## src/design/evm_regs.vh

```
// Constants shared by the exception vector mapper files.
`ifndef EVM_REGS_VH
`define EVM_REGS_VH

`define EVM_VEC_W 8
`define EVM_ADDR_W 20
`define EVM_WORD_W 16
`define EVM_SRC_W 3
`define EVM_TABLE_BYTES 10'h200
`define EVM_PREDEF_COUNT 8'h34
`define EVM_USER_COUNT 8'hC8

`define EVM_SRC_RESET 3'h0
`define EVM_SRC_BREAKPOINT 3'h1
`define EVM_SRC_BUS_ERROR 3'h2
`define EVM_SRC_SOFT_INT 3'h3
`define EVM_SRC_ILLEGAL 3'h4
`define EVM_SRC_DIV_ZERO 3'h5
`define EVM_SRC_INTERRUPT 3'h6

`define EVM_VEC_RESET 8'h00
`define EVM_VEC_BREAKPOINT 8'h04
`define EVM_VEC_BUS_ERROR 8'h05
`define EVM_VEC_SOFT_INT 8'h06
`define EVM_VEC_ILLEGAL 8'h07
`define EVM_VEC_DIV_ZERO 8'h08
`define EVM_VEC_RSV_A_LO 8'h09
`define EVM_VEC_RSV_A_HI 8'h0E
`define EVM_VEC_UNINIT 8'h0F
`define EVM_VEC_RSV_B 8'h10
`define EVM_VEC_AUTO_BASE 8'h10
`define EVM_VEC_SPURIOUS 8'h18
`define EVM_VEC_RSV_C_LO 8'h19
`define EVM_VEC_RSV_C_HI 8'h37
`define EVM_VEC_USER_LO 8'h38

`define EVM_RST_WORD_FIELDS 2'h0
`define EVM_RST_WORD_PC 2'h1
`define EVM_RST_WORD_SP 2'h2
`define EVM_RST_WORD_ZIDX 2'h3
`define EVM_RST_WORD_LAST 2'h3

`define EVM_ZK_HI 11
`define EVM_ZK_LO 8
`define EVM_SK_HI 7
`define EVM_SK_LO 4
`define EVM_PK_HI 3
`define EVM_PK_LO 0

`define EVM_PC_RESET 16'h0000
`define EVM_BANK_ZERO 4'h0

`endif

```

## src/design/evm_exception_vector_mapper.v

```verilog
// Exception vector mapper: vector number to table fetch and handler entry.
`timescale 1ns/1ps
`include "evm_regs.vh"

module evm_exception_vector_mapper (
    input wire ref_clk,
    input wire sys_rst,
    input wire excReq,
    input wire [2:0] excSource,
    input wire irqAutovector,
    input wire [2:0] irqLevel,
    input wire irqSpurious,
    input wire irqUninit,
    input wire [7:0] extVectorNum,
    input wire busAck,
    input wire [15:0] busRdata,
    output reg busReq,
    output reg [19:0] busAddr,
    output reg busProgSpace,
    output reg busy,
    output reg handlerStart,
    output reg resetLoaded,
    output reg [15:0] pcOut,
    output reg [3:0] programBankField,
    output reg [3:0] stackBankField,
    output reg [3:0] zIndexBankField,
    output reg [15:0] spOut,
    output reg [15:0] zIndexRegister,
    output reg [7:0] vecNumOut,
    output reg reservedFlag,
    output reg userFlag
);

    ////////////////////////////////////////////////////////////////////////
    // States and local storage.
    localparam ST_IDLE = 2'h0;
    localparam ST_FETCH = 2'h1;
    localparam ST_DONE = 2'h2;

    reg [1:0] state_reg;
    reg [1:0] state_next;
    reg [1:0] wordIdx_reg;
    reg [1:0] wordIdx_next;
    reg resetSeq_reg;
    reg resetSeq_next;
    reg startPending_reg;
    reg startPending_next;
    reg [7:0] vecNum_reg;
    reg [7:0] vecNum_next;

    wire [7:0] decVecNum;
    wire decIsReset;
    wire decReserved;
    wire decUser;
    wire wordTaken;

    reg busReq_next;
    reg [19:0] busAddr_next;
    reg busProgSpace_next;
    reg busy_next;
    reg handlerStart_next;
    reg resetLoaded_next;
    reg [15:0] pcOut_next;
    reg [3:0] programBankField_next;
    reg [3:0] stackBankField_next;
    reg [3:0] zIndexBankField_next;
    reg [15:0] spOut_next;
    reg [15:0] zIndexRegister_next;
    reg [7:0] vecNumOut_next;
    reg reservedFlag_next;
    reg userFlag_next;

    ////////////////////////////////////////////////////////////////////////
    // Table address: number shifted left once, upper bank bits zero.
    function [19:0] evmVectorAddr;
        input [7:0] num;
        begin
            evmVectorAddr = {11'h000, num, 1'b0};
        end
    endfunction

    ////////////////////////////////////////////////////////////////////////
    // Vector number source selection.
    evm_vector_decode uDecode (
        .excSource(excSource),
        .irqAutovector(irqAutovector),
        .irqLevel(irqLevel),
        .irqSpurious(irqSpurious),
        .irqUninit(irqUninit),
        .extVectorNum(extVectorNum),
        .vecNum(decVecNum),
        .isReset(decIsReset),
        .reservedVec(decReserved),
        .userVec(decUser)
    );

    assign wordTaken = busReq && busAck;

    ////////////////////////////////////////////////////////////////////////
    // Sequencer next-state logic.
    always @* begin
        state_next = state_reg;
        wordIdx_next = wordIdx_reg;
        resetSeq_next = resetSeq_reg;
        startPending_next = startPending_reg;
        vecNum_next = vecNum_reg;
        case (state_reg)
            ST_IDLE: begin
                if (startPending_reg) begin
                    state_next = ST_FETCH;
                    resetSeq_next = 1'b1;
                    wordIdx_next = `EVM_RST_WORD_FIELDS;
                    vecNum_next = `EVM_VEC_RESET;
                    startPending_next = 1'b0;
                end else if (excReq) begin
                    state_next = ST_FETCH;
                    resetSeq_next = decIsReset;
                    wordIdx_next = `EVM_RST_WORD_FIELDS;
                    vecNum_next = decVecNum;
                end
            end
            ST_FETCH: begin
                if (wordTaken) begin
                    if (resetSeq_reg && wordIdx_reg != `EVM_RST_WORD_LAST) begin
                        wordIdx_next = wordIdx_reg + 2'h1;
                    end else begin
                        state_next = ST_DONE;
                    end
                end
            end
            ST_DONE: begin
                state_next = ST_IDLE;
            end
            default: begin
                state_next = ST_IDLE;
            end
        endcase
    end

    ////////////////////////////////////////////////////////////////////////
    // Sequencer registers.
    always @(posedge ref_clk or posedge sys_rst) begin
        if (sys_rst) begin
            state_reg <= ST_IDLE;
            wordIdx_reg <= 2'h0;
            resetSeq_reg <= 1'b0;
            startPending_reg <= 1'b1;
            vecNum_reg <= 8'h00;
        end else begin
            state_reg <= state_next;
            wordIdx_reg <= wordIdx_next;
            resetSeq_reg <= resetSeq_next;
            startPending_reg <= startPending_next;
            vecNum_reg <= vecNum_next;
        end
    end

    ////////////////////////////////////////////////////////////////////////
    // Table fetch port next values.
    always @* begin
        busReq_next = 1'b0;
        busAddr_next = busAddr;
        busProgSpace_next = 1'b0;
        if (state_next == ST_FETCH) begin
            busReq_next = 1'b1;
            if (resetSeq_next) begin
                busAddr_next = evmVectorAddr({6'h00, wordIdx_next});
                busProgSpace_next = 1'b1;
            end else begin
                busAddr_next = evmVectorAddr(vecNum_next);
                busProgSpace_next = 1'b0;
            end
        end
    end

    ////////////////////////////////////////////////////////////////////////
    // Table fetch port registers.
    always @(posedge ref_clk or posedge sys_rst) begin
        if (sys_rst) begin
            busReq <= 1'b0;
            busAddr <= 20'h00000;
            busProgSpace <= 1'b0;
        end else begin
            busReq <= busReq_next;
            busAddr <= busAddr_next;
            busProgSpace <= busProgSpace_next;
        end
    end

    ////////////////////////////////////////////////////////////////////////
    // Loading of processor state from the fetched words.
    always @* begin
        pcOut_next = pcOut;
        programBankField_next = programBankField;
        stackBankField_next = stackBankField;
        zIndexBankField_next = zIndexBankField;
        spOut_next = spOut;
        zIndexRegister_next = zIndexRegister;
        if (wordTaken && resetSeq_reg) begin
            case (wordIdx_reg)
                `EVM_RST_WORD_FIELDS: begin
                    zIndexBankField_next =
                        busRdata[`EVM_ZK_HI:`EVM_ZK_LO];
                    stackBankField_next =
                        busRdata[`EVM_SK_HI:`EVM_SK_LO];
                    programBankField_next =
                        busRdata[`EVM_PK_HI:`EVM_PK_LO];
                end
                `EVM_RST_WORD_PC: pcOut_next = busRdata;
                `EVM_RST_WORD_SP: spOut_next = busRdata;
                `EVM_RST_WORD_ZIDX: zIndexRegister_next = busRdata;
                default: pcOut_next = pcOut;
            endcase
        end else if (wordTaken) begin
            pcOut_next = busRdata;
            programBankField_next = `EVM_BANK_ZERO;
        end
    end

    ////////////////////////////////////////////////////////////////////////
    // Processor state registers.
    always @(posedge ref_clk or posedge sys_rst) begin
        if (sys_rst) begin
            pcOut <= `EVM_PC_RESET;
            programBankField <= `EVM_BANK_ZERO;
            stackBankField <= `EVM_BANK_ZERO;
            zIndexBankField <= `EVM_BANK_ZERO;
            spOut <= 16'h0000;
            zIndexRegister <= 16'h0000;
        end else begin
            pcOut <= pcOut_next;
            programBankField <= programBankField_next;
            stackBankField <= stackBankField_next;
            zIndexBankField <= zIndexBankField_next;
            spOut <= spOut_next;
            zIndexRegister <= zIndexRegister_next;
        end
    end

    ////////////////////////////////////////////////////////////////////////
    // Status and completion strobes.
    always @* begin
        busy_next = (state_next != ST_IDLE);
        handlerStart_next = (state_next == ST_DONE);
        resetLoaded_next = (state_next == ST_DONE) && resetSeq_reg;
        vecNumOut_next = vecNumOut;
        reservedFlag_next = reservedFlag;
        userFlag_next = userFlag;
        if (state_reg == ST_IDLE && !startPending_reg && excReq) begin
            vecNumOut_next = decVecNum;
            reservedFlag_next = decReserved;
            userFlag_next = decUser;
        end else if (state_reg == ST_IDLE && startPending_reg) begin
            vecNumOut_next = `EVM_VEC_RESET;
            reservedFlag_next = 1'b0;
            userFlag_next = 1'b0;
        end
    end

    ////////////////////////////////////////////////////////////////////////
    // Status registers.
    always @(posedge ref_clk or posedge sys_rst) begin
        if (sys_rst) begin
            busy <= 1'b1;
            handlerStart <= 1'b0;
            resetLoaded <= 1'b0;
            vecNumOut <= 8'h00;
            reservedFlag <= 1'b0;
            userFlag <= 1'b0;
        end else begin
            busy <= busy_next;
            handlerStart <= handlerStart_next;
            resetLoaded <= resetLoaded_next;
            vecNumOut <= vecNumOut_next;
            reservedFlag <= reservedFlag_next;
            userFlag <= userFlag_next;
        end
    end

endmodule

```

## src/design/evm_vector_decode.v

```verilog
// Vector number selection and classification for the exception mapper.
`timescale 1ns/1ps
`include "evm_regs.vh"

module evm_vector_decode (
    input wire [2:0] excSource,
    input wire irqAutovector,
    input wire [2:0] irqLevel,
    input wire irqSpurious,
    input wire irqUninit,
    input wire [7:0] extVectorNum,
    output reg [7:0] vecNum,
    output reg isReset,
    output reg reservedVec,
    output reg userVec
);

    ////////////////////////////////////////////////////////////////////////
    // Internal sources have fixed numbers; interrupts may take external.
    always @* begin
        isReset = 1'b0;
        case (excSource)
            `EVM_SRC_RESET: begin
                vecNum = `EVM_VEC_RESET;
                isReset = 1'b1;
            end
            `EVM_SRC_BREAKPOINT: vecNum = `EVM_VEC_BREAKPOINT;
            `EVM_SRC_BUS_ERROR: vecNum = `EVM_VEC_BUS_ERROR;
            `EVM_SRC_SOFT_INT: vecNum = `EVM_VEC_SOFT_INT;
            `EVM_SRC_ILLEGAL: vecNum = `EVM_VEC_ILLEGAL;
            `EVM_SRC_DIV_ZERO: vecNum = `EVM_VEC_DIV_ZERO;
            `EVM_SRC_INTERRUPT: begin
                if (irqSpurious) begin
                    vecNum = `EVM_VEC_SPURIOUS;
                end else if (irqUninit) begin
                    vecNum = `EVM_VEC_UNINIT;
                end else if (irqAutovector && irqLevel != 3'h0) begin
                    vecNum = `EVM_VEC_AUTO_BASE + {5'h00, irqLevel};
                end else if (irqAutovector) begin
                    vecNum = `EVM_VEC_SPURIOUS;
                end else begin
                    vecNum = extVectorNum;
                end
            end
            default: vecNum = `EVM_VEC_ILLEGAL;
        endcase
    end

    ////////////////////////////////////////////////////////////////////////
    // Reserved and user-defined ranges of the table.
    always @* begin
        reservedVec = 1'b0;
        userVec = 1'b0;
        if (!isReset && vecNum < `EVM_VEC_BREAKPOINT) begin
            reservedVec = 1'b1;
        end
        if (vecNum >= `EVM_VEC_RSV_A_LO && vecNum <= `EVM_VEC_RSV_A_HI) begin
            reservedVec = 1'b1;
        end
        if (vecNum == `EVM_VEC_RSV_B) begin
            reservedVec = 1'b1;
        end
        if (vecNum >= `EVM_VEC_RSV_C_LO && vecNum <= `EVM_VEC_RSV_C_HI) begin
            reservedVec = 1'b1;
        end
        if (vecNum >= `EVM_VEC_USER_LO) begin
            userVec = 1'b1;
        end
    end

endmodule

```

## config.mk

```make
export PLATFORM = sky130hd
export DESIGN_NAME = evm_exception_vector_mapper
export DESIGN_NICKNAME = d
export VERILOG_FILES = /design/src/design/evm_exception_vector_mapper.v /design/src/design/evm_vector_decode.v
export VERILOG_INCLUDE_DIRS = /design/src /design/src/design
export SDC_FILE = /design/constraint.sdc
export NUM_CORES = 1
export LEC_CHECK = 0
export ABC_AREA = 1
export BUFFER_PORTS_ARGS = -buffer_cell sky130_fd_sc_hd__buf_2
export CORE_UTILIZATION = 50
export DETAILED_ROUTE_END_ITERATION = 8
export GPL_TIMING_DRIVEN = 0
export PLACE_DENSITY = 0.75
export SYNTH_ARGS = -nofsm -noshare
export SYNTH_HDL_FRONTEND = slang
export SYNTH_SLANG_ARGS = --single-unit
```

## constraint.sdc

```tcl
create_clock -name ref_clk -period 4.2 [get_ports ref_clk]
set_clock_uncertainty 0.1 [all_clocks]
set_input_delay 0.63 -clock ref_clk [delete_from_list [all_inputs] [get_ports ref_clk]]
set_output_delay 0.63 -clock ref_clk [all_outputs]
set_load 0.01 [all_outputs]
```

# Yosys cells after proc, flatten, opt, wreduce, memory -nomap -nowiden
# Cells that the tools add are included.
[totals] regBits=109 in_bits=37 word_cells=110
[op_classes] add_sub_neg=2 n_lt_le_gt_ge=6 eq_ne=15 mux=42 reduce_logical=25
[op_table] op="two-way mux 8 bit" count=9
[op_table] op="two-way mux 16 bit" count=3
[op_table] op="case mux 8 bit (6 select lines)" count=1
[op_table] op="two-way mux 2 bit" count=8
[op_table] op="two-way mux 1 bit" count=15
[op_table] op="two-way mux 4 bit" count=3
[op_table] op="logical AND 1 bit" count=11
[op_table] op="AND reduction 2 bit" count=5
[op_table] op="two-way mux 9 bit" count=1
[op_table] op="equality test 8 x 5 -> 1 bit, second input constant" count=1
[op_table] op=">= comparator 8 x 4 -> 1 bit, second input constant" count=1
[op_table] op=">= comparator 8 x 5 -> 1 bit, second input constant" count=1
[op_table] op=">= comparator 8 x 6 -> 1 bit, second input constant" count=1
[op_table] op="less-or-equal comparator 8 x 4 -> 1 bit, second input constant" count=1
[op_table] op="less-or-equal comparator 8 x 6 -> 1 bit, second input constant" count=1
[op_table] op="less-than comparator 8 x 3 -> 1 bit, second input constant" count=1
[op_table] op="case mux 2 bit (2 select lines)" count=2
[op_table] op="adder 5 x 3 -> 6 bit, first input constant" count=1
[op_table] op="equality test 2 x 1 -> 1 bit, second input constant" count=3
[op_table] op="equality test 2 bit, second input constant" count=3
[op_table] op="equality test 3 x 2 -> 1 bit, second input constant" count=2
[op_table] op="equality test 3 bit, second input constant" count=2
[op_table] op="nonzero test 2 bit" count=3
[op_table] op="logical NOT 2 bit" count=2
[op_table] op="7 further kinds" count=9

# Longest topological paths before layout
# Gate-level depths: netlist (run 1).
[logic_depth] depth_word=13 mapped_depth=13

# Hierarchy
# From an unflattened synthesis (run 1), not the netlist that was laid out.
[hier_totals] cells_unflattened=465 area_unflattened_um2=4250.3
[modules_own_cells] mod="evm_exception_vector_mapper" instances=1 cells_per_inst=390 area_each_um2=3852.4
[modules_own_cells] mod="evm_vector_decode" instances=1 cells_per_inst=75 area_each_um2=397.9

# Worst setup path after synthesis (run 1)
# Ideal clock, no wire load.
[synth_timing] kind="input to register" startpoint="in excSource[0]" endpoint="reg reservedFlag" setup_time_ns=0.117 t_arrival_ns=1.518 required_time_ns=3.983 setup_slack_ns=2.465 stages=12 path_buffers=0 cell_sequence="inv_1 > nand3_2 > inv_1 > nand2_1 > a21oi_1 > nor2_1 > nand3_1 > nor2_1 > nor2_1 > nand2_1 > nand2_1 > nand2_1"
[synth_via] elab_chain_cells=9
[synth_rtl] element="start: declaration" line="evm_exception_vector_mapper.v:9" text="input wire [2:0] excSource,"
[synth_rtl] element="equality test 3 bit, or another cell as far along" line="evm_vector_decode.v:22" text="case (excSource)"
[synth_rtl] element="case mux 8 bit (6 select lines) or two-way mux 1 bit (tied branches)" line="evm_vector_decode.v:22"
[synth_rtl] element="less-than comparator 8 x 3 -> 1 bit (no line) or logical NOT 1 bit (tied branches)"
[synth_rtl] element="logical AND 1 bit (no line)"
[synth_rtl] element="two-way mux 1 bit" line="evm_vector_decode.v:54" text="if (!isReset && vecNum < `EVM_VEC_BREAKPOINT) begin"
[synth_rtl] element="two-way mux 1 bit" line="evm_vector_decode.v:57" text="if (vecNum >= `EVM_VEC_RSV_A_LO && vecNum <= `EVM_VEC_RSV_A_HI) begin"
[synth_rtl] element="two-way mux 1 bit" line="evm_vector_decode.v:60" text="if (vecNum == `EVM_VEC_RSV_B) begin"
[synth_rtl] element="two-way mux 1 bit *" line="evm_vector_decode.v:63" text="if (vecNum >= `EVM_VEC_RSV_C_LO && vecNum <= `EVM_VEC_RSV_C_HI) begin"
[synth_rtl] element="two-way mux 1 bit *" line="evm_exception_vector_mapper.v:249" text="if (state_reg == ST_IDLE && !startPending_reg && excReq) begin"
[synth_rtl] element="end signal: assignment" line="evm_exception_vector_mapper.v:275" text="reservedFlag <= reservedFlag_next;"
[synth_rtl] element="end: declaration" line="evm_exception_vector_mapper.v:30" text="output reg reservedFlag,"
# Every way passes the cells marked *; elsewhere a longest branch is shown, timed or not.
# A chain may end at the register's enable or synchronous reset.

# Worst setup path in the final report (run 1)
[layout_timing] startpoint="reg wordIdx_reg[1]" endpoint="reg pcOut[5]"
[layout_via] elab_chain_cells=3
[layout_rtl] element="start: declaration" line="evm_exception_vector_mapper.v:42" text="reg [1:0] wordIdx_reg;"
[layout_rtl] element="start signal: assignment" line="evm_exception_vector_mapper.v:151" text="wordIdx_reg <= wordIdx_next;"
[layout_rtl] element="equality test 2 x 1 -> 1 bit" line="evm_exception_vector_mapper.v:200" text="case (wordIdx_reg)"
[layout_rtl] element="!= test 2 x 1 -> 1 bit (no line)"
[layout_rtl] element="AND reduction 2 bit (no line)"
[layout_rtl] element="end signal: assignment" line="evm_exception_vector_mapper.v:224" text="pcOut <= `EVM_PC_RESET;"
[layout_rtl] element="end signal: assignment" line="evm_exception_vector_mapper.v:231" text="pcOut <= pcOut_next;"
[layout_rtl] element="end: declaration" line="evm_exception_vector_mapper.v:23" text="output reg [15:0] pcOut,"
# No other way between the ends.

==> run metrics, run 1 <==
RePlAce Congestion=about 0.92; PnR worst setup slack=2.16 ns; CTS buffer count=9; WL met2=4760 um; postcts setup bufs=0; Area contributors post-synth=dfrtp_1, nand2_1, o21ai_0; Core ar.=7770 um^2; Static Leak=~2.9 nW; post-synth top area share=0.589; required time worst endpoint=4.38 ns; Slew headroom=0.598; status=completed; wl on met1=4070 um; TritonCTS Sinks=97; number of gates resized after cts=0; period utilization=0.486; RSZ-0062 raised after global routing=no; vias after detailed routing=between 3000 and 4000; setup TNS=0 ns; #FFs+latches synth=slightly below 100; Hold Crit Class=input pin to async pin; H-tree levels=3; gr ovfl total=0; DRT antenna net count=0; fraction of the yosys area taken by sequential cells=0.602; DIE WIDTH=91.9 um; final hold slack=0.137 ns; placed insts=683; antenna violations before repair=0; # diodes=0; Fmax=about 490 MHz; Synth Cell Area=4040 um^2; min Tclk post-route=~2.0 ns; Routed WL per cell=14.0 um; top sig layer=met4; row count=32; Fillers=700; Clock Pin Slew Worst Setup and Hold Paths=0.09 ns; total track usage=0.242; actual transition at the worst max-transition pin=0.597 ns; final setup fails=0; first drt pass iteration count=6; CTS Root Cell=clkbuf_8; hpwl dp=7240 um; Clock Latency Late Sink=0.36 ns; full die area=8440 um^2; layout cells sized above 1=0.273; synthesized instance count=450; fin. max-slew vios=0; Total Wirelength=9780 um; P&R area growth vs syn=24.2%; metal3 WL=between 700 and 800 um; pre-CTS WS=about 2.1 ns; Unique masters post-synth=28; critical path class=register to register; port bufs=119; cts hold-fix bufs=0; Yosys top cell by area=dfrtp_1; Initial Util=0.520; Finished Layout Cells=698; Critical Path Start Type=register; Final Util=0.646; first-pass GRT wire length=15800 um; PD cells=634 nW/um^2; io pins=~130; Max Root-Sink Buffers=2; final hold viol count=0; Warnings, synthesis=0; Register Area=2430 um^2; Setup crit end kind=register; Regs by FF count=pcOut (16), spOut (16), zIndexRegister (16); via density per instance=about 5.1; mean area per synthesized cell=8.98 um^2; DR DRC count=0; nets=633; max-capacitance violation count=0; Critical Path AT=approximately 2.2 ns; worst ir drop on vdd=between 0.2 and 0.25 mV; multi-input logic area=1330 um^2; CTS tree=yes; CP max FO=10; initial DRC count=about 160; vias in the first global route=3325; largest net degree at the start of global routing=72; Die H=91.9 um
==> kinds of logic (layout without fill, tap and decap cells) <==
logic type,count (synthesis),in the layout,synth area share
other,1,12,0.000928
buffers and inverters,73,208,0.0793
xor gates and xnor gates,1,1,0.00217
DFF,97,97,0.602
adders and majority gates,4,4,0.0124
AOI/OAI and AO/OA,92,92,0.125
and+or+nand+nor,182,182,0.179
==> placed cells by master (no fill, tap or decap), drive strengths merged <==
master | netlist | layout
o22ai | 6 | 6
a22o | 3 | 3
nor2 | 24 | 24
buf | 13 | 133
a21oi | 5 | 5
bufinv | 0 | 1
nand2 | 140 | 140
ha | 4 | 4
nor3 | 2 | 2
nand4 | 1 | 1
clkinv | 0 | 2
xor2 | 1 | 1
inv | 48 | 49
a31oi | 1 | 1
o21ai | 76 | 76
dfrtp | 95 | 95
nand3 | 15 | 15
a21boi | 1 | 1
clkinvlp | 0 | 1
conb | 1 | 12
clkbuf | 12 | 22
dfstp | 2 | 2
==> path summary, 6_finish.rpt <==
| check | start | slack [ns] | cells past startpoint | endpoint |
|---|---|---|---|---|
| min | sys_rst | 0.14 | 2 | pcOut[13]$_DFFE_PP0P_ |
| max reg2reg | wordIdx_reg[1]$_DFF_PP0_ | 2.16 | 6 | pcOut[5]$_DFFE_PP0P_ |
| max in group asynchronous | sys_rst | 3.23 | 3 | stackBankField[3]$_DFFE_PP0P_ |
| max | wordIdx_reg[1]$_DFF_PP0_ | 2.16 | 6 | pcOut[5]$_DFFE_PP0P_ |
| min in group ref_clk | vecNum_reg[6]$_DFF_PP0_ | 0.37 | 2 | vecNum_reg[6]$_DFF_PP0_ |
| min reg2reg | vecNum_reg[6]$_DFF_PP0_ | 0.37 | 2 | vecNum_reg[6]$_DFF_PP0_ |
==> layout make-up <==
cell class / count / share of cell area
clock inverters: 5 / 0.0112
flip-flops and latches: 97 / 0.484
repair buffers: 120 / 0.124
clock buffers: 10 / 0.0254
multi-input cells: 291 / 0.265
plain buffers: 25 / 0.0279
well taps: 102 / 0.0254
inverters: 48 / 0.0364
==> worst max-delay path, stage by stage, from the launching register on <==
cell      delay, ns
dfrtp_1        0.38
inv_1          0.10
ha_1           0.18
o21ai_0        0.49
clkbuf_1       0.49
nand2_1        0.11
o21ai_0        0.11
==> Yosys cell counts <==
master    number
o21ai_0       72
a21boi_2       1
o22ai_2        1
nand4_1        1
xor2_1         1
buf_2          1
ha_1           4
nor2_1        22
inv_2          5
o22ai_1        5
nand2_1      140
a22o_1         3
a21oi_2        1
inv_1         43
nor2_4         1
nor2_2         1
nor3_1         2
a21oi_1        4
o21ai_2        2
o21ai_1        2
a31oi_1        1
dfrtp_1       95
buf_4         12
clkbuf_1      12
nand3_1       14
conb_1         1
nand3_2        1
dfstp_2        2
==> power breakdown <==
group	total, mW	internal (mW)	switching (mW)
sequential	1.45	1.27	0.174
combinational	1.15	0.430	0.720
clock	0.586	0.272	0.313
==> layer usage <==
layer,vias to the layer above,track usage
li1,1693,-
met1,1691,0.314
met2,159,0.409
met3,14,0.0539
met4,0,0.0703
met5,-,0
==> stage by stage <==
step                power [mW]  cell area [um^2]
floorplan                 2.11              4080
global placement          2.57              4800
detailed placement        2.62              4830
CTS                       3.20              5020
global route              3.39              5020
finish                    3.18              5020
(Power assumes the default switching activity.)
==> run 2: changes to the inputs <==
--- a/config.mk
+++ b/config.mk
@@ -8,10 +8,10 @@
 export LEC_CHECK = 0
 export ABC_AREA = 1
 export BUFFER_PORTS_ARGS = -buffer_cell sky130_fd_sc_hd__buf_2
-export CORE_UTILIZATION = 50
+export CORE_UTILIZATION = 45
 export DETAILED_ROUTE_END_ITERATION = 8
 export GPL_TIMING_DRIVEN = 0
-export PLACE_DENSITY = 0.75
+export PLACE_DENSITY = 0.71
 export SYNTH_ARGS = -nofsm -noshare
 export SYNTH_HDL_FRONTEND = slang
 export SYNTH_SLANG_ARGS = --single-unit
==> constraint.sdc (replaced) <==
create_clock -name ref_clk -period 1.8 [get_ports ref_clk]
set_clock_uncertainty 0.1 [all_clocks]
set_input_delay 0.27 -clock ref_clk [delete_from_list [all_inputs] [get_ports ref_clk]]
set_output_delay 0.27 -clock ref_clk [all_outputs]
set_load 0.01 [all_outputs]
==> run metrics, run 2 (synthesis results as in run 1) <==
nets=635 (+0.32%); final instance area=5100 um^2 (+1.7%); Total Wirelength=10100 um (+3.3%); max incr delay on CP=0.43 ns (-0.06 ns); Setup crit end kind=register; Fmax=601 MHz (+23%); final setup fails=0 (unchanged); total track usage=0.225 (-0.0175); worst hold path depth=3; gr ovfl total=0 (unchanged); Fillers=770 (+10%); antenna violations before repair=0 (unchanged); critical path, cell by cell=nor3_2, nand2_2, inv_1, nand4_1, nand2_1, a22o_1; critical path class=register to register; DIE WIDTH=96.7 um (+5.3%); largest net degree at the start of global routing=43 (-40%); Regs by FF count=pcOut (16), spOut (16), zIndexRegister (16); Clock Latency Late Sink=0.36 ns (about the same); worst ir drop on vdd=0.630 mV (+170%); vias in the first global route=3391 (+2.0%); DR DRC count=0 (unchanged); Initial Util=0.463 (-0.0568); PD cells=1480 nW/um^2 (+130%); first drt pass iteration count=6 (unchanged); Max Root-Sink Buffers=2 (unchanged); Placed Area=4850 um^2 (+0.44%); most frequent cells in the layout=nand2_1, buf_2, dfrtp_1, o21ai_0, inv_1; max-capacitance violation count=0 (unchanged); initial DRC count=128 (-18%); Slowest cell on crit path=dfrtp_1; required time worst endpoint=2.00 ns (-2.38 ns); r2r worst-path depth=6 (unchanged); full die area=9360 um^2 (+11%); # diodes=0 (unchanged); period utilization=0.924 (+0.438); layout cells sized above 1=0.297 (+0.0237); CTS tree=yes; Critical Path AT=1.86 ns (-0.36 ns); first-pass GRT wire length=16700 um (+5.7%); most common library cell in the layout ignoring fill and taps=nand2_1; H-tree levels=3 (unchanged); CP top delay family=simple AND/OR/NAND/NOR gates; Routed WL per cell=14.3 um (+2.0%); Static Leak=2.88 nW (+0.82%); worst path bufs/invs=1 (-1); status=completed; Die H=96.7 um (+5.3%); vias after detailed routing=3488 (-1.9%); DRT antenna net count=0 (unchanged); CP max FO=9 (-1); io pins=132 (unchanged); CTS Root Cell=clkbuf_8; Crit. path cell count=6 (unchanged); port bufs=119 (unchanged); Critical Path Start Type=register; Core ar.=8720 um^2 (+12%); P&R area growth vs syn=26.3%; min Tclk post-route=1.66 ns (-0.378 ns); Hold Crit Class=input pin to register; Clock Pin Slew Worst Setup and Hold Paths=0.10 ns (about the same); hpwl dp=7480 um (+3.2%); RSZ-0062 raised after global routing=yes; Slew headroom=0.639 (+0.0411); RePlAce Congestion=0.875 (-4.5%); fin. max-slew vios=0 (unchanged); actual transition at the worst max-transition pin=0.536 ns (-0.0609 ns); Final Util=0.585 (-0.0609); via density per instance=4.93 (-3.2%); row count=34 (+6.3%); final hold viol count=0 (unchanged); TritonCTS Sinks=97 (unchanged); CTS buffer count=9 (unchanged)
## run 2: changes by cell type in the layout (fill, tap and decap cells not counted), sizes merged
cell and change:
buf +2, clkbuf -2, clkinvlp +4, clkinv -2, dlygate4sd3 +1
## run 2: timing repair
| action | CTS | global route |
|---|---|---|
| hold endpoints to repair | 20 | 0 |
| hold buffers | 1 | 0 |
| buffers inserted | 0 | 0 |
| setup endpoints to repair | 16 | 41 |
| resized for setup | 3 | 16 |
| gates cloned | 0 | 0 |
## run 2: layer usage
metal,vias up,wire (um),GRT usage
met5,-,0,0
met4,0,219,0.0827
met3,19,645,0.0448
met2,145,4800,0.376
met1,1623,4440,0.290
li1,1701,-,-
## run 2: area by class of cell
type / instances / area [um^2] / area share
plain buffers: 25 / 148 / 0.0289
inverters: 48 / 184 / 0.0360
repair buffers: 122 / 646 / 0.127
clock buffers: 9 / 124 / 0.0243
clock inverters: 7 / 77.6 / 0.0152
flip-flops and latches: 97 / 2430 / 0.476
multi-input cells: 291 / 1360 / 0.266
well taps: 108 / 135 / 0.0265
## run 2: worst register-to-register path: stages (launching register included)
cell and delay [ns]:
dfrtp_1 0.43, nor3_2 0.25, nand2_2 0.18, inv_1 0.20
nand4_1 0.19, nand2_1 0.13, a22o_1 0.12
## run 2: report_power, final
part	switching, mW	internal [mW]
combinational	1.72	1.03
clock	0.791	0.652
sequential	0.415	2.97
## run 2: per-stage QoR
step           hold WS (ns)  setup WS (ns)  power [mW]  instances  setup TNS [ns]
6_report              0.106          0.137        7.57        707               0
5_1_grt               0.107        -0.0196        8.10        707         -0.0350
4_1_cts              0.0877        0.00165        7.57        707               0
3_5_place_dp          0.239         -0.159        6.11        690           -2.28
3_3_place_gp          0.362         -0.301        6.00        688          -28.84
2_1_floorplan         0.336          0.284        4.92        461               0
## run 2: path summary, 6_finish.rpt
| check | slack (ns) | end | from |
|---|---|---|---|
| worst max-delay path | 0.14 | busAddr[8]$_DFFE_PP0P_ | state_reg[1]$_DFF_PP0_ |
| worst min-delay path | 0.11 | pcOut[12]$_DFFE_PP0P_ | busRdata[12] |
| worst max register to register | 0.14 | busAddr[8]$_DFFE_PP0P_ | state_reg[1]$_DFF_PP0_ |
| worst min register to register | 0.39 | vecNum_reg[0]$_DFF_PP0_ | vecNum_reg[0]$_DFF_PP0_ |
| max in group asynchronous | 0.38 | vecNum_reg[4]$_DFF_PP0_ | sys_rst |
| min in group asynchronous | 0.39 | pcOut[11]$_DFFE_PP0P_ | sys_rst |
==> run 3: changes to the inputs <==
--- a/config.mk
+++ b/config.mk
@@ -6,12 +6,12 @@
 export SDC_FILE = /design/constraint.sdc
 export NUM_CORES = 1
 export LEC_CHECK = 0
-export ABC_AREA = 1
-export BUFFER_PORTS_ARGS = -buffer_cell sky130_fd_sc_hd__buf_2
-export CORE_UTILIZATION = 45
+export ABC_AREA = 0
+export BUFFER_PORTS_ARGS = -buffer_cell sky130_fd_sc_hd__buf_4
+export CORE_UTILIZATION = 46
 export DETAILED_ROUTE_END_ITERATION = 8
 export GPL_TIMING_DRIVEN = 0
-export PLACE_DENSITY = 0.71
+export PLACE_DENSITY = 0.72
 export SYNTH_ARGS = -nofsm -noshare
 export SYNTH_HDL_FRONTEND = slang
 export SYNTH_SLANG_ARGS = --single-unit
==> run metrics, run 3 <==
Pwr Total=8.05 mW (+6.3%); CTS tree=yes; placed insts=576 (-17%); Finished Layout Cells=601 (-15%); first-pass GRT wire length=16100 um (-4.0%); CP Launch Point=state_reg[1]$_DFF_PP0_; io pins=132 (unchanged); post-synth top area share=0.556 (-0.0322); TritonCTS Sinks=97 (unchanged); final hold slack=0.0512 ns (-0.0547 ns); r2r startpoint=state_reg[1]$_DFF_PP0_; hold path start=busRdata[13]; Clock Latency Late Sink=0.35 ns (about the same); DIE WIDTH=98.4 um (+1.7%); layout cells sized above 1=0.519 (+0.222); port bufs=118 (-0.84%); status=finished with violations; actual transition at the worst max-transition pin=0.536 ns (-0.000309 ns); Clock Pin Slew Worst Setup and Hold Paths=0.10 ns (about the same); Initial Util=0.483 (+0.0198); first drt pass iteration count=6 (unchanged); DRT antenna net count=0 (unchanged); Fillers=694 (-9.9%); r2r worst-path depth=6 (unchanged); most frequent cells in the layout=buf_4, dfrtp_1, mux2_2, a22o_1; CP max FO=5 (-4); CTS buffer count=9 (unchanged); row count=34 (unchanged); worst path bufs/invs=0 (-1); Critical Path Start Type=register; CP top delay family=compound AO/OA/AOI/OAI gates; Area contributors post-synth=dfrtp_1, mux2_2, a22o_1; Critical Path AT=1.97 ns (+0.11 ns); vias after detailed routing=3125 (-10%); H-tree levels=3 (unchanged); Core ar.=8850 um^2 (+1.5%); ys async rst share=1.00 (unchanged); full die area=9680 um^2 (+3.4%); DR DRC count=13 (+13); top sig layer=met4; Hold Crit Class=input pin to register; Warnings, synthesis=0 (unchanged); fin. max-slew vios=0 (unchanged); EDFF count, synth=0 (unchanged); Regs by FF count=pcOut (16), spOut (16), zIndexRegister (16); RePlAce Congestion=0.844 (-3.5%); initial DRC count=71 (-45%); Synth Cell Area=4270 um^2 (+5.8%); via density per instance=5.20 (+5.4%); PnR worst setup slack=0.0123 ns (-0.125 ns); synthesized instance count=337 (-25%); top-count cell post-synth=dfrtp_1; worst ir drop on vdd=0.747 mV (+19%); Total Wirelength=9640 um (-4.6%); max incr delay on CP=0.46 ns (+0.03 ns); max-capacitance violation count=0 (unchanged); Yosys top cell by area=dfrtp_1; Static Leak=2.94 nW (+2.3%); Setup crit end kind=register; final setup fails=0 (unchanged); pre-CTS WS=-0.310 ns (-0.151 ns); setup TNS=0 ns (unchanged); metal3 WL=500 um (-22%); Fmax=559 MHz (-7.0%); largest net degree at the start of global routing=44 (+2.3%); wl on met1=4310 um (-2.9%); critical path class=register to register; Die H=98.4 um (+1.7%); RSZ-0062 raised after global routing=yes; # diodes=0 (unchanged); mean area per synthesized cell=12.7 um^2 (+41%); Unique masters post-synth=52 (+86%); failing checks=DRC; Commonest cells post-synth=dfrtp_1, mux2_2, nand2_1; Crit. path cell count=6 (unchanged); WL met2=4660 um (-2.9%); nets=529 (-17%); CTS Root Cell=clkbuf_8; Routed WL per cell=16.0 um (+12%); min Tclk post-route=1.79 ns (+0.125 ns); #FFs+latches synth=97 (unchanged); required time worst endpoint=1.98 ns (-0.02 ns); fraction of the yosys area taken by sequential cells=0.569 (-0.0329); P&R area growth vs syn=34.5%; critical path, cell by cell=nor4b_4, nand2_2, a211oi_4, a21o_1, mux2i_1, a21oi_1; worst hold path depth=2 (-1); hpwl dp=7170 um (-4.1%); period utilization=0.993 (+0.0695); most common library cell in the layout ignoring fill and taps=buf_4; PD cells=1400 nW/um^2 (-5.6%); Max Root-Sink Buffers=2 (unchanged); gr ovfl total=0 (unchanged); Slew headroom=0.642 (+0.00323); Slowest cell on crit path=dfrtp_2; antenna violations before repair=0 (unchanged); vias in the first global route=3135 (-7.5%); final hold viol count=0 (unchanged); main flop type after synthesis=dfrtp_1; total track usage=0.210 (-0.0142)
## run 3: changes by cell type after synthesis, moves of 10 or more
cell	previous run	this run
o21ai_0	72	11
nand3_1	14	4
nand2_1	140	17
mux2_2	0	57
inv_1	43	14
a22o_1	3	14
clkbuf_1	12	1
a21o_1	0	11
## run 3: cells by family (layout without fill, tap and decap cells)
kind of cell,after synthesis,in the layout,synth area share
compound gates,65,65,0.114
buf+inv,38,183,0.0507
other cells,1,12,0.000878
flops,97,97,0.569
simple gates,71,71,0.0928
fa+ha+maj,4,4,0.0117
mux,61,61,0.161
## run 3: worst paths after layout
path / to / slack (ns)
max in group asynchronous: startPending_reg$_DFFE_PP1P_ / 0.32
min in group asynchronous: spOut[14]$_DFFE_PP0P_ / 0.40
hold reg to reg: vecNum_reg[1]$_DFF_PP0_ / 0.38
hold / removal: zIndexRegister[13]$_DFFE_PP0P_ / 0.05
setup reg to reg: busAddr[1]$_DFFE_PP0P_ / 0.01
setup / recovery: busAddr[1]$_DFFE_PP0P_ / 0.01
## run 3: layout make-up
class | instances | area, um^2 | share of cell area
Sequential cell | 97 | 2430 | 0.423
Multi-Input combinational cell | 213 | 1750 | 0.304
Timing Repair Buffer | 129 | 996 | 0.173
Buffer | 23 | 180 | 0.0314
Clock buffer | 10 | 138 | 0.0240
Tap cell | 108 | 135 | 0.0235
Inverter | 15 | 60.1 | 0.0105
Clock inverter | 6 | 57.6 | 0.0100
## run 3: what timing repair did
item / 4_1_cts / 5_1_grt
gates resized for setup: 17 / 9
setup endpoints to repair: 40 / 31
buffers inserted: 3 / 5
endpoints found under the hold margin: 23 / 0
pin swaps: 1 / 10
cloned: 0 / 0
hold buffers: 1 / 0
## run 3: worst reg2reg max path: stages, from the launching register on
cell      delay, ns
dfrtp_2        0.46
nor4b_4        0.36
nand2_2        0.16
a211oi_4       0.29
a21o_1         0.14
mux2i_1        0.07
a21oi_1        0.13
## run 3: metrics by stage
step,utilization,instance area (um^2)
after global placement,0.603,5340
final,0.649,5750
after floorplan,-,4320
after global routing,0.649,5750
after CTS,0.642,5680
after detailed placement,0.608,5380
## run 3: report_power, final
part / internal [mW] / switching, mW
logic: 1.79 / 1.53
registers: 2.93 / 0.425
clock network: 0.572 / 0.798
total: 5.29 / 2.76
## run 3: per-layer routing
metal / track usage / vias up
li1: - / 1473
met1: 0.283 / 1539
met2: 0.343 / 98
met3: 0.0408 / 15
met4: 0.0700 / 0
met5: 0 / -
